File: config.mk
export PLATFORM = sky130hd
export DESIGN_NAME = mrf_formatter
export DESIGN_NICKNAME = d
export VERILOG_FILES = /design/src/mrf_pkg.sv /design/src/mrf_formatter.sv
export SDC_FILE = /design/constraint.sdc
export NUM_CORES = 1
export LEC_CHECK = 0
export BUFFER_PORTS_ARGS = -buffer_cell sky130_fd_sc_hd__buf_2
export CORE_MARGIN = 2
export CORE_UTILIZATION = 46
export CTS_CLUSTER_DIAMETER = 60
export DETAILED_ROUTE_END_ITERATION = 6
export PLACE_DENSITY = 0.84
export SYNTH_ARGS = -nofsm -noshare
export SYNTH_HDL_FRONTEND = slang
export SYNTH_SLANG_ARGS = --single-unit
File: constraint.sdc
create_clock -name REF_CLK -period 1.1 [get_ports REF_CLK]
set_clock_uncertainty 0.2 [all_clocks]
set_input_delay 0.22 -clock REF_CLK [delete_from_list [all_inputs] [get_ports REF_CLK]]
set_output_delay 0.22 -clock REF_CLK [all_outputs]
set_load 0.03 [all_outputs]
File: src/mrf_pkg.sv
package mrf_pkg;

  // Register offsets on the byte-wide register port.
  localparam logic [7:0] TEMP_LOW_ADDR   = 8'h1B;
  localparam logic [7:0] TEMP_HIGH_ADDR  = 8'h1A;
  localparam logic [7:0] DIODE_HIGH_ADDR = 8'h0E;
  localparam logic [7:0] DIODE_LOW_ADDR  = 8'h0F;
  localparam logic [7:0] PWM_UPPER_ADDR  = 8'h09;
  localparam logic [7:0] PWM_CTRL_ADDR   = 8'h08;

  // Field positions and widths.
  localparam int VALID_BIT     = 7;
  localparam int PWM_LSB_BIT   = 7;
  localparam int HIGH_DATA_W   = 5;
  localparam int RESULT_W      = 13;

  // Reset values.
  localparam logic [7:0]  PWM_UPPER_RST = 8'h00;
  localparam logic [7:0]  PWM_CTRL_RST  = 8'h00;
  localparam logic [12:0] RESULT_RST    = 13'h0000;

  // Result register pair and its flag.
  typedef struct packed {
    logic        valid;
    logic [12:0] data;
  } mrf_result_t;

  // Register port request.
  typedef struct packed {
    logic       rd;
    logic       wr;
    logic [7:0] addr;
    logic [7:0] wdata;
  } mrf_req_t;

endpackage : mrf_pkg

File: src/mrf_formatter.sv
// Functional notes
// RQ1: A fresh result written into a result register sets its data-valid flag in bit 7.
// RQ2: Addressing a result high register for a read clears its data-valid flag.
// RQ3: The diode high register holds the flag in bit 7, zeros in bits 6:5, result 12:8 in 4:0.
// RQ4: The temperature low register holds result bits 7:0 in bits 7:0.
// RQ5: The diode low register holds result bits 7:0 in bits 7:0.
// RQ6: The threshold register holds threshold bits 8:1, bit 0 lives in the control register.
// RQ7: Single-ended voltages are sign plus 14-bit two's complement at 305.18 uV a step.
// RQ8: Differential voltages use the same coding at 19.075 uV a step.
// RQ9: The supply result is an offset from 2.5 V at 305.18 uV a step.
// RQ10: Temperatures are 13 bits at 0.0625 degree, Celsius signed and Kelvin unsigned.
// RQ11: Raw diode voltage is a positive 13-bit value at 38.15 uV a step.
// RQ12: The temperature high register holds the flag in bit 7, two zeros, result 12:8 in 4:0.
// RQ13: Bit 7 of the control register holds the threshold bit 0 and resets to zero.
// RQ14: Unused bits of the result high registers read as zero and ignore writes.
module mrf_formatter (
  input  wire logic                  REF_CLK,
  input  wire logic                  RST_N,
  input  wire mrf_pkg::mrf_req_t     REQ,
  input  wire logic                  TEMP_LOAD,
  input  wire logic [12:0]           TEMP_RESULT,
  input  wire logic                  DIODE_LOAD,
  input  wire logic [12:0]           DIODE_RESULT,
  output logic      [7:0]            RDATA,
  output logic      [8:0]            PWM_THRESHOLD,
  output logic      [7:0]            PWM_CTRL
);

  ////////////////////////////////////////////////////////////////////////////////
  // Result storage. The converter delivers codes already in their final
  // formats, so this block only stores and splits them. Formats pass through
  // bit for bit, which keeps any coding change confined to the front end.

  mrf_pkg::mrf_result_t temp_reg;
  mrf_pkg::mrf_result_t diode_reg;
  mrf_pkg::mrf_result_t next_temp_reg;
  mrf_pkg::mrf_result_t next_diode_reg;
  logic [7:0]           pwm_upper;
  logic [7:0]           pwm_ctrl;
  logic [7:0]           next_pwm_upper;
  logic [7:0]           next_pwm_ctrl;
  logic [7:0]           next_rdata;

  function automatic logic [7:0] high_byte(input mrf_pkg::mrf_result_t r);
    high_byte = {r.valid, 2'h0, r.data[12:8]}; // RQ3 RQ12 RQ14
  endfunction : high_byte

  function automatic mrf_pkg::mrf_result_t update(input mrf_pkg::mrf_result_t r,
                                                  input logic load,
                                                  input logic [12:0] res,
                                                  input logic rd_high);
    update = r;
    // A load in the same cycle as the clearing read wins, so no result is lost.
    if (rd_high) begin
      update.valid = 1'b0; // RQ2
    end
    if (load) begin
      update.data  = res; // RQ7 RQ8 RQ9 RQ10 RQ11
      update.valid = 1'b1; // RQ1
    end
  endfunction : update

  always_comb begin
    next_temp_reg  = update(temp_reg, TEMP_LOAD, TEMP_RESULT,
                            REQ.rd && REQ.addr == mrf_pkg::TEMP_HIGH_ADDR);
    next_diode_reg = update(diode_reg, DIODE_LOAD, DIODE_RESULT,
                            REQ.rd && REQ.addr == mrf_pkg::DIODE_HIGH_ADDR);
    next_pwm_upper = pwm_upper;
    next_pwm_ctrl  = pwm_ctrl;
    if (REQ.wr && REQ.addr == mrf_pkg::PWM_UPPER_ADDR) begin
      next_pwm_upper = REQ.wdata; // RQ6
    end
    if (REQ.wr && REQ.addr == mrf_pkg::PWM_CTRL_ADDR) begin
      next_pwm_ctrl = REQ.wdata; // RQ13
    end
    next_rdata = 8'h00;
    if (REQ.rd) begin
      unique case (REQ.addr)
        mrf_pkg::TEMP_HIGH_ADDR:  next_rdata = high_byte(temp_reg);
        mrf_pkg::TEMP_LOW_ADDR:   next_rdata = temp_reg.data[7:0]; // RQ4
        mrf_pkg::DIODE_HIGH_ADDR: next_rdata = high_byte(diode_reg);
        mrf_pkg::DIODE_LOW_ADDR:  next_rdata = diode_reg.data[7:0]; // RQ5
        mrf_pkg::PWM_UPPER_ADDR:  next_rdata = pwm_upper;
        mrf_pkg::PWM_CTRL_ADDR:   next_rdata = pwm_ctrl;
        default:                  next_rdata = 8'h00;
      endcase
    end
  end

  always_ff @(posedge REF_CLK or negedge RST_N) begin
    if (!RST_N) begin
      temp_reg  <= '{valid: 1'b0, data: mrf_pkg::RESULT_RST};
      diode_reg <= '{valid: 1'b0, data: mrf_pkg::RESULT_RST};
      pwm_upper <= mrf_pkg::PWM_UPPER_RST;
      pwm_ctrl  <= mrf_pkg::PWM_CTRL_RST; // RQ13
      RDATA     <= 8'h00;
    end else begin
      temp_reg  <= next_temp_reg;
      diode_reg <= next_diode_reg;
      pwm_upper <= next_pwm_upper;
      pwm_ctrl  <= next_pwm_ctrl;
      RDATA     <= next_rdata;
    end
  end

  ////////////////////////////////////////////////////////////////////////////////
  // The full threshold joins the upper byte with the control register's top bit.

  assign PWM_THRESHOLD = {pwm_upper, pwm_ctrl[mrf_pkg::PWM_LSB_BIT]}; // RQ6 RQ13
  assign PWM_CTRL      = pwm_ctrl;

  ////////////////////////////////////////////////////////////////////////////////

  load_sets_a: assert property (@(posedge REF_CLK) disable iff (!RST_N) // RQ1
    TEMP_LOAD |=> temp_reg.valid && temp_reg.data == $past(TEMP_RESULT))
    else $error("Temperature load did not set valid.");
  diode_sets_a: assert property (@(posedge REF_CLK) disable iff (!RST_N) // RQ11
    DIODE_LOAD |=> diode_reg.valid && diode_reg.data == $past(DIODE_RESULT))
    else $error("Diode load did not set valid.");
  read_clears_a: assert property (@(posedge REF_CLK) disable iff (!RST_N) // RQ2
    REQ.rd && REQ.addr == mrf_pkg::TEMP_HIGH_ADDR && !TEMP_LOAD |=> !temp_reg.valid)
    else $error("Read of temperature high did not clear valid.");
  diode_clears_a: assert property (@(posedge REF_CLK) disable iff (!RST_N) // RQ2
    REQ.rd && REQ.addr == mrf_pkg::DIODE_HIGH_ADDR && !DIODE_LOAD |=> !diode_reg.valid)
    else $error("Read of diode high did not clear valid.");
  diode_high_a: assert property (@(posedge REF_CLK) disable iff (!RST_N) // RQ3
    REQ.rd && REQ.addr == mrf_pkg::DIODE_HIGH_ADDR |=>
      RDATA == {$past(diode_reg.valid), 2'h0, $past(diode_reg.data[12:8])})
    else $error("Diode high byte layout wrong.");
  temp_high_a: assert property (@(posedge REF_CLK) disable iff (!RST_N) // RQ12
    REQ.rd && REQ.addr == mrf_pkg::TEMP_HIGH_ADDR |=> RDATA[6:5] == 2'h0)
    else $error("Temperature high unused bits not zero.");
  temp_low_a: assert property (@(posedge REF_CLK) disable iff (!RST_N) // RQ4
    REQ.rd && REQ.addr == mrf_pkg::TEMP_LOW_ADDR |=> RDATA == $past(temp_reg.data[7:0]))
    else $error("Temperature low byte wrong.");
  diode_low_a: assert property (@(posedge REF_CLK) disable iff (!RST_N) // RQ5
    REQ.rd && REQ.addr == mrf_pkg::DIODE_LOW_ADDR |=> RDATA == $past(diode_reg.data[7:0]))
    else $error("Diode low byte wrong.");
  pwm_join_a: assert property (@(posedge REF_CLK) disable iff (!RST_N) // RQ6
    REQ.wr && REQ.addr == mrf_pkg::PWM_UPPER_ADDR |=> PWM_THRESHOLD[8:1] == $past(REQ.wdata))
    else $error("Threshold upper bits not stored.");
  pwm_lsb_a: assert property (@(posedge REF_CLK) disable iff (!RST_N) // RQ13
    REQ.wr && REQ.addr == mrf_pkg::PWM_CTRL_ADDR |=> PWM_THRESHOLD[0] == $past(REQ.wdata[7]))
    else $error("Threshold bit 0 not from control.");

endmodule : mrf_formatter

Word-level counts from Yosys, hierarchy flattened
Cells that the tools add are included.
{"block": "op_classes", "mux": 6, "n_eq_ne": 6, "reduce_logical": 6}
{"operator": "case mux 8 bit (6 select lines)", "count": 1}
{"operator": "== test 8 x 4 -> 1 bit, second input constant", "count": 4}
{"operator": "2-to-1 mux 14 bit", "count": 2}
{"operator": "== test 8 x 5 -> 1 bit, second input constant", "count": 2}
{"operator": "2-to-1 mux 8 bit", "count": 1}
{"operator": "logical AND 1 bit", "count": 4}
{"operator": "nonzero test 2 bit", "count": 2}
{"operator": "2-to-1 mux 1 bit", "count": 2}
{"block": "word_totals", "inputBits": 48, "elab_cells": 25, "ff_bits": 52}

Depth between registers and ports, before layout
{"block": "depth", "depth_word": 4, "ltp_mapped": 4, "mapped_depth_nobuf": 3}

Least setup slack after synthesis
No wires, ideal clock.
{"block": "synth_timing", "path_kind": "input to register", "start": "input port REQ[13] (netlist bit)", "end": "register pwm_ctrl[0] (netlist: PWM_CTRL[0])", "setup_slack_ns": -0.487, "path_stages": 3, "required_ns": 0.775, "path_buffers": 0, "arrival_ns": 1.262, "cell_sequence": "nor4b_4 nand4b_2 mux2_2"}
{"block": "synth_via", "elab_chain_len": 2}
{"element": "start: declaration", "line_no": "mrf_formatter.sv:19", "source": "input wire mrf_pkg::mrf_req_t REQ,"}
{"element": "== test 8 x 4 -> 1 bit", "line_no": "mrf_formatter.sv:73", "source": "if (REQ.wr && REQ.addr == mrf_pkg::PWM_CTRL_ADDR) begin"}
{"element": "logical AND 1 bit", "line_no": "mrf_formatter.sv:73"}
{"element": "end signal: assignment", "line_no": "mrf_formatter.sv:95", "source": "pwm_ctrl <= mrf_pkg::PWM_CTRL_RST;"}
{"element": "end signal: assignment", "line_no": "mrf_formatter.sv:101", "source": "pwm_ctrl <= next_pwm_ctrl;"}
{"element": "end: declaration", "line_no": "mrf_formatter.sv:39", "source": "logic [7:0] pwm_ctrl;"}
No other way between the ends.
A chain may end at the register's enable or synchronous reset.

Final worst setup path
{"block": "layout_timing", "start": "register pwm_ctrl[7] (netlist: PWM_CTRL[7])", "end": "output port PWM_THRESHOLD[0]"}
{"element": "end: declaration", "line_no": "mrf_formatter.sv:25", "source": "output logic [8:0] PWM_THRESHOLD,"}
No word-level cell between the ends.

==> metrics.txt <==
count of placed standard cells in the final layout, fillers left out 370; number of global-route vias before repair 2194; initial core utilization 0.484; number of DRC violations after detailed-routing iteration 0 just over 200; Fin Hold WS -0.0660 ns; DR WL/cell slightly above 20 um; HPWL Detailed 4130 um; Post-DP Area approximately 0.0031 sq mm; primary flip-flop cell chosen by synthesis mapping sky130_fd_sc_hd__dfrtp_1; final worst path period share 1.27; largest voltage drop on the vdd net 0.000948 V; buffer depth of the longest clock path 2; routed via count 2104; DRC violation count after routing 0; biggest area consumer among synthesized cells sky130_fd_sc_hd__dfrtp_1; length of the first detailed-routing pass in iterations 4; maximum number of pins on one net before global-route repair 53; status complete, but fails checks; count of flip-flops with a built-in enable after synthesis 0; Leak Pwr between 1.5 and 2 nW; largest fanout on the critical path 3; number of instances in the synthesized netlist 191; total instance count after detailed placement between 300 and 400; data required time at the worst endpoint 0.68 ns; Die Footprint 0.00605 sq mm; total of buffers placed on input and output ports 72; Setup-failing EPs final 51; distinct cell type count of the synthesized netlist 22; width of the die 77.8 um; combinational family with the most area after synthesis multiplexers; fraction of final layout cells with drive strength greater than 1 0.633; final weighted congestion in routability-driven placement 0.780; Max Clk Rate a little over 700 MHz; share of the synthesized area in compound gates (AO/OA/AOI/OAI) 0.0710; most frequent cell after synthesis sky130_fd_sc_hd__dfrtp_1; Worst Setup Path Type flip-flop to output pin; synthesis-to-finish area growth 52.9%; final antenna diode count 0; # hold bufs at CTS 1; launching element type of the critical path flip-flop; Core ar. 0.00517 sq mm; proportion of netlist area held by the largest area contributor 0.520; setup repair after global routing missed its margin true; biggest area contributors in the synthesized netlist sky130_fd_sc_hd__dfrtp_1, sky130_fd_sc_hd__mux2_2, sky130_fd_sc_hd__and3b_1, sky130_fd_sc_hd__o211ai_1, sky130_fd_sc_hd__nand3_1; Avg Inst Size Synth 13.1 sq um; power density of the placed cells between 1000 and 1500 mW/mm^2; flops & latches, synth 52; CTS tree built; Worst path slowest cell sky130_fd_sc_hd__dfrtp_1; Hold Path Class input pin to flip-flop; library cell used as clock root buffer sky130_fd_sc_hd__clkbuf_8; max-slew violation count 0; Post-Layout Inst Area around 0.0038 sq mm; GRT Resource Usage Total 0.242; headroom to the max-slew limit 0.744; data arrival time of the worst path 0.97 ns; XOR/XNOR Fraction of Synth Area 0.00350; first-pass GRT wire length 11200 um; adder and majority gate portion of the synthesized area 0; sequential area share after synthesis 0.520; register clock-pin slew on the reported worst setup and hold paths 0.10 ns; total clock buffers created by CTS 5; post-DR vias/cell between 5 and 6; basic-gate share of the synthesized area counting and, or, nand and nor cells 0.153; count of boundary I/O pins 73; commonest cells in the netlist sky130_fd_sc_hd__dfrtp_1, sky130_fd_sc_hd__mux2_2, sky130_fd_sc_hd__and3b_1, sky130_fd_sc_hd__o211ai_1, sky130_fd_sc_hd__clkbuf_1; fraction of synthesized area in multiplexers 0.225; number of nets with antenna violations after routing 0; Slew @ Worst Pin between 0.3 and 0.4 ns; Total Routed Length 7670 um; capturing element type of the critical path output pin; Hold Violations, Final 42; clk sinks between 50 and 60; critical path's most frequent cell sky130_fd_sc_hd__buf_6; number of warning messages in the yosys log 0; total gr overflow 0; critical path cell sequence buf_6 > buf_6; post-route worst setup slack -0.294 ns; violated checks negative hold slack, negative setup slack; antenna violations before repair 0; Placement Rows 26; number of nets in the synthesized netlist 239; share of synthesized flip-flops with an asynchronous set or reset 1.00; fin crit period 1.39 ns; floorplan die height around 78 um; pre-CTS setup slack -0.537 ns; Max stage delay on crit path 0.41 ns; max-cap check violation count 0; deepest level of the CTS H-tree 2; mapped cell area 0.00250 sq mm; clock insertion delay at the later pin of the skew report between 0.3 and 0.4 ns; Final nets ~350
-- cells in the final DEF (no fill, tap or decap), drive strengths merged --
| cell | synthesis | routed |
|---|---|---|
| nand4b | 1 | 1 |
| nor3 | 1 | 1 |
| clkbuf | 10 | 6 |
| a21oi | 1 | 1 |
| nand2 | 1 | 1 |
| dfrtp | 52 | 52 |
| nand4 | 3 | 3 |
| o211ai | 14 | 14 |
| and2 | 1 | 1 |
| buf | 5 | 114 |
| a211oi | 2 | 2 |
| bufinv | 0 | 3 |
| nor4b | 1 | 1 |
| mux2 | 50 | 50 |
| nand3 | 8 | 8 |
| dlygate4sd3 | 0 | 1 |
| inv | 1 | 1 |
| xor2 | 1 | 1 |
| nor2b | 3 | 3 |
| and3b | 28 | 28 |
| a21o | 2 | 2 |
| a31oi | 6 | 6 |
-- path summary, 6_finish.rpt --
| kind | from | endpoint | slack (ns) | cells past startpoint |
|---|---|---|---|---|
| setup / recovery | PWM_CTRL[7] | PWM_THRESHOLD[0] | -0.29 | 2 |
| hold / removal | TEMP_RESULT[2] | temp_reg[2] | -0.07 | 2 |
| setup reg to reg | diode_reg[7] | RDATA[7] | -0.23 | 3 |
| hold reg to reg | diode_reg[9] | diode_reg[9] | 0.32 | 1 |
| max in group asynchronous | RST_N | temp_reg[10] | 0.23 | 3 |
| min in group asynchronous | RST_N | diode_reg[7] | 0.22 | 3 |
-- per-layer routing --
metal / global-route usage / wire length [um] / vias up
li1: - / - / 922
met5: 0 / 0 / -
met2: 0.437 / 4100 / 101
met3: 0.0395 / 409 / 27
met1: 0.281 / 2850 / 1054
met4: 0.105 / 316 / 0
-- layout make-up --
cell class | count | area [sq um]
clock inverters | 3 | 90.1
flip-flops and latches | 52 | 1300
fillers | 272 | 1350
repair buffers | 116 | 1040
inverters | 1 | 3.75
well taps | 70 | 87.6
clock buffers | 5 | 68.8
multi-input cells | 123 | 1240
-- critical path: cells and delay by family, from the launching register on --
| family | cells | cell delay, ns |
|---|---|---|
| flops | 1 | 0.41 |
| buf+inv | 2 | 0.26 |
-- logic make-up (layout without fill, tap and decap cells) --
logic type,Yosys count,after routing
AOI/OAI and AO/OA,25,25
muxes,50,50
and+or+nand+nor,47,47
buffers and inverters,16,125
xor gates and xnor gates,1,1
DFF,52,52
-- report_power, final --
part	internal, mW	leakage, nW	switching (mW)	total [mW]
clock	1.14	0.0784	0.637	1.77
sequential	2.04	0.654	0.0838	2.12
combinational	0.443	1.15	0.372	0.815
-- stage by stage --
stage / total power, mW / utilization / TNS (ns) / hold slack [ns]
after CTS: 4.64 / 0.715 / -10.58 / -0.0660
after global routing: 4.85 / 0.739 / -13.43 / -0.0636
after floorplan: 2.45 / - / -11.81 / -0.276
after detailed placement: 2.77 / 0.609 / -15.57 / 0.0318
after global placement: 2.74 / 0.609 / -14.88 / 0.0282
final: 4.71 / 0.739 / -11.90 / -0.0660
-- timing repair --
action / in CTS / in global routing
gates resized for setup: 83 / 14
hold endpoints to repair: 94 / 42
pin swaps: 10 / 11
endpoints found under the setup margin: 51 / 52
setup buffers: 6 / 9
cloned: 2 / 1
(Power assumes the default switching activity.)
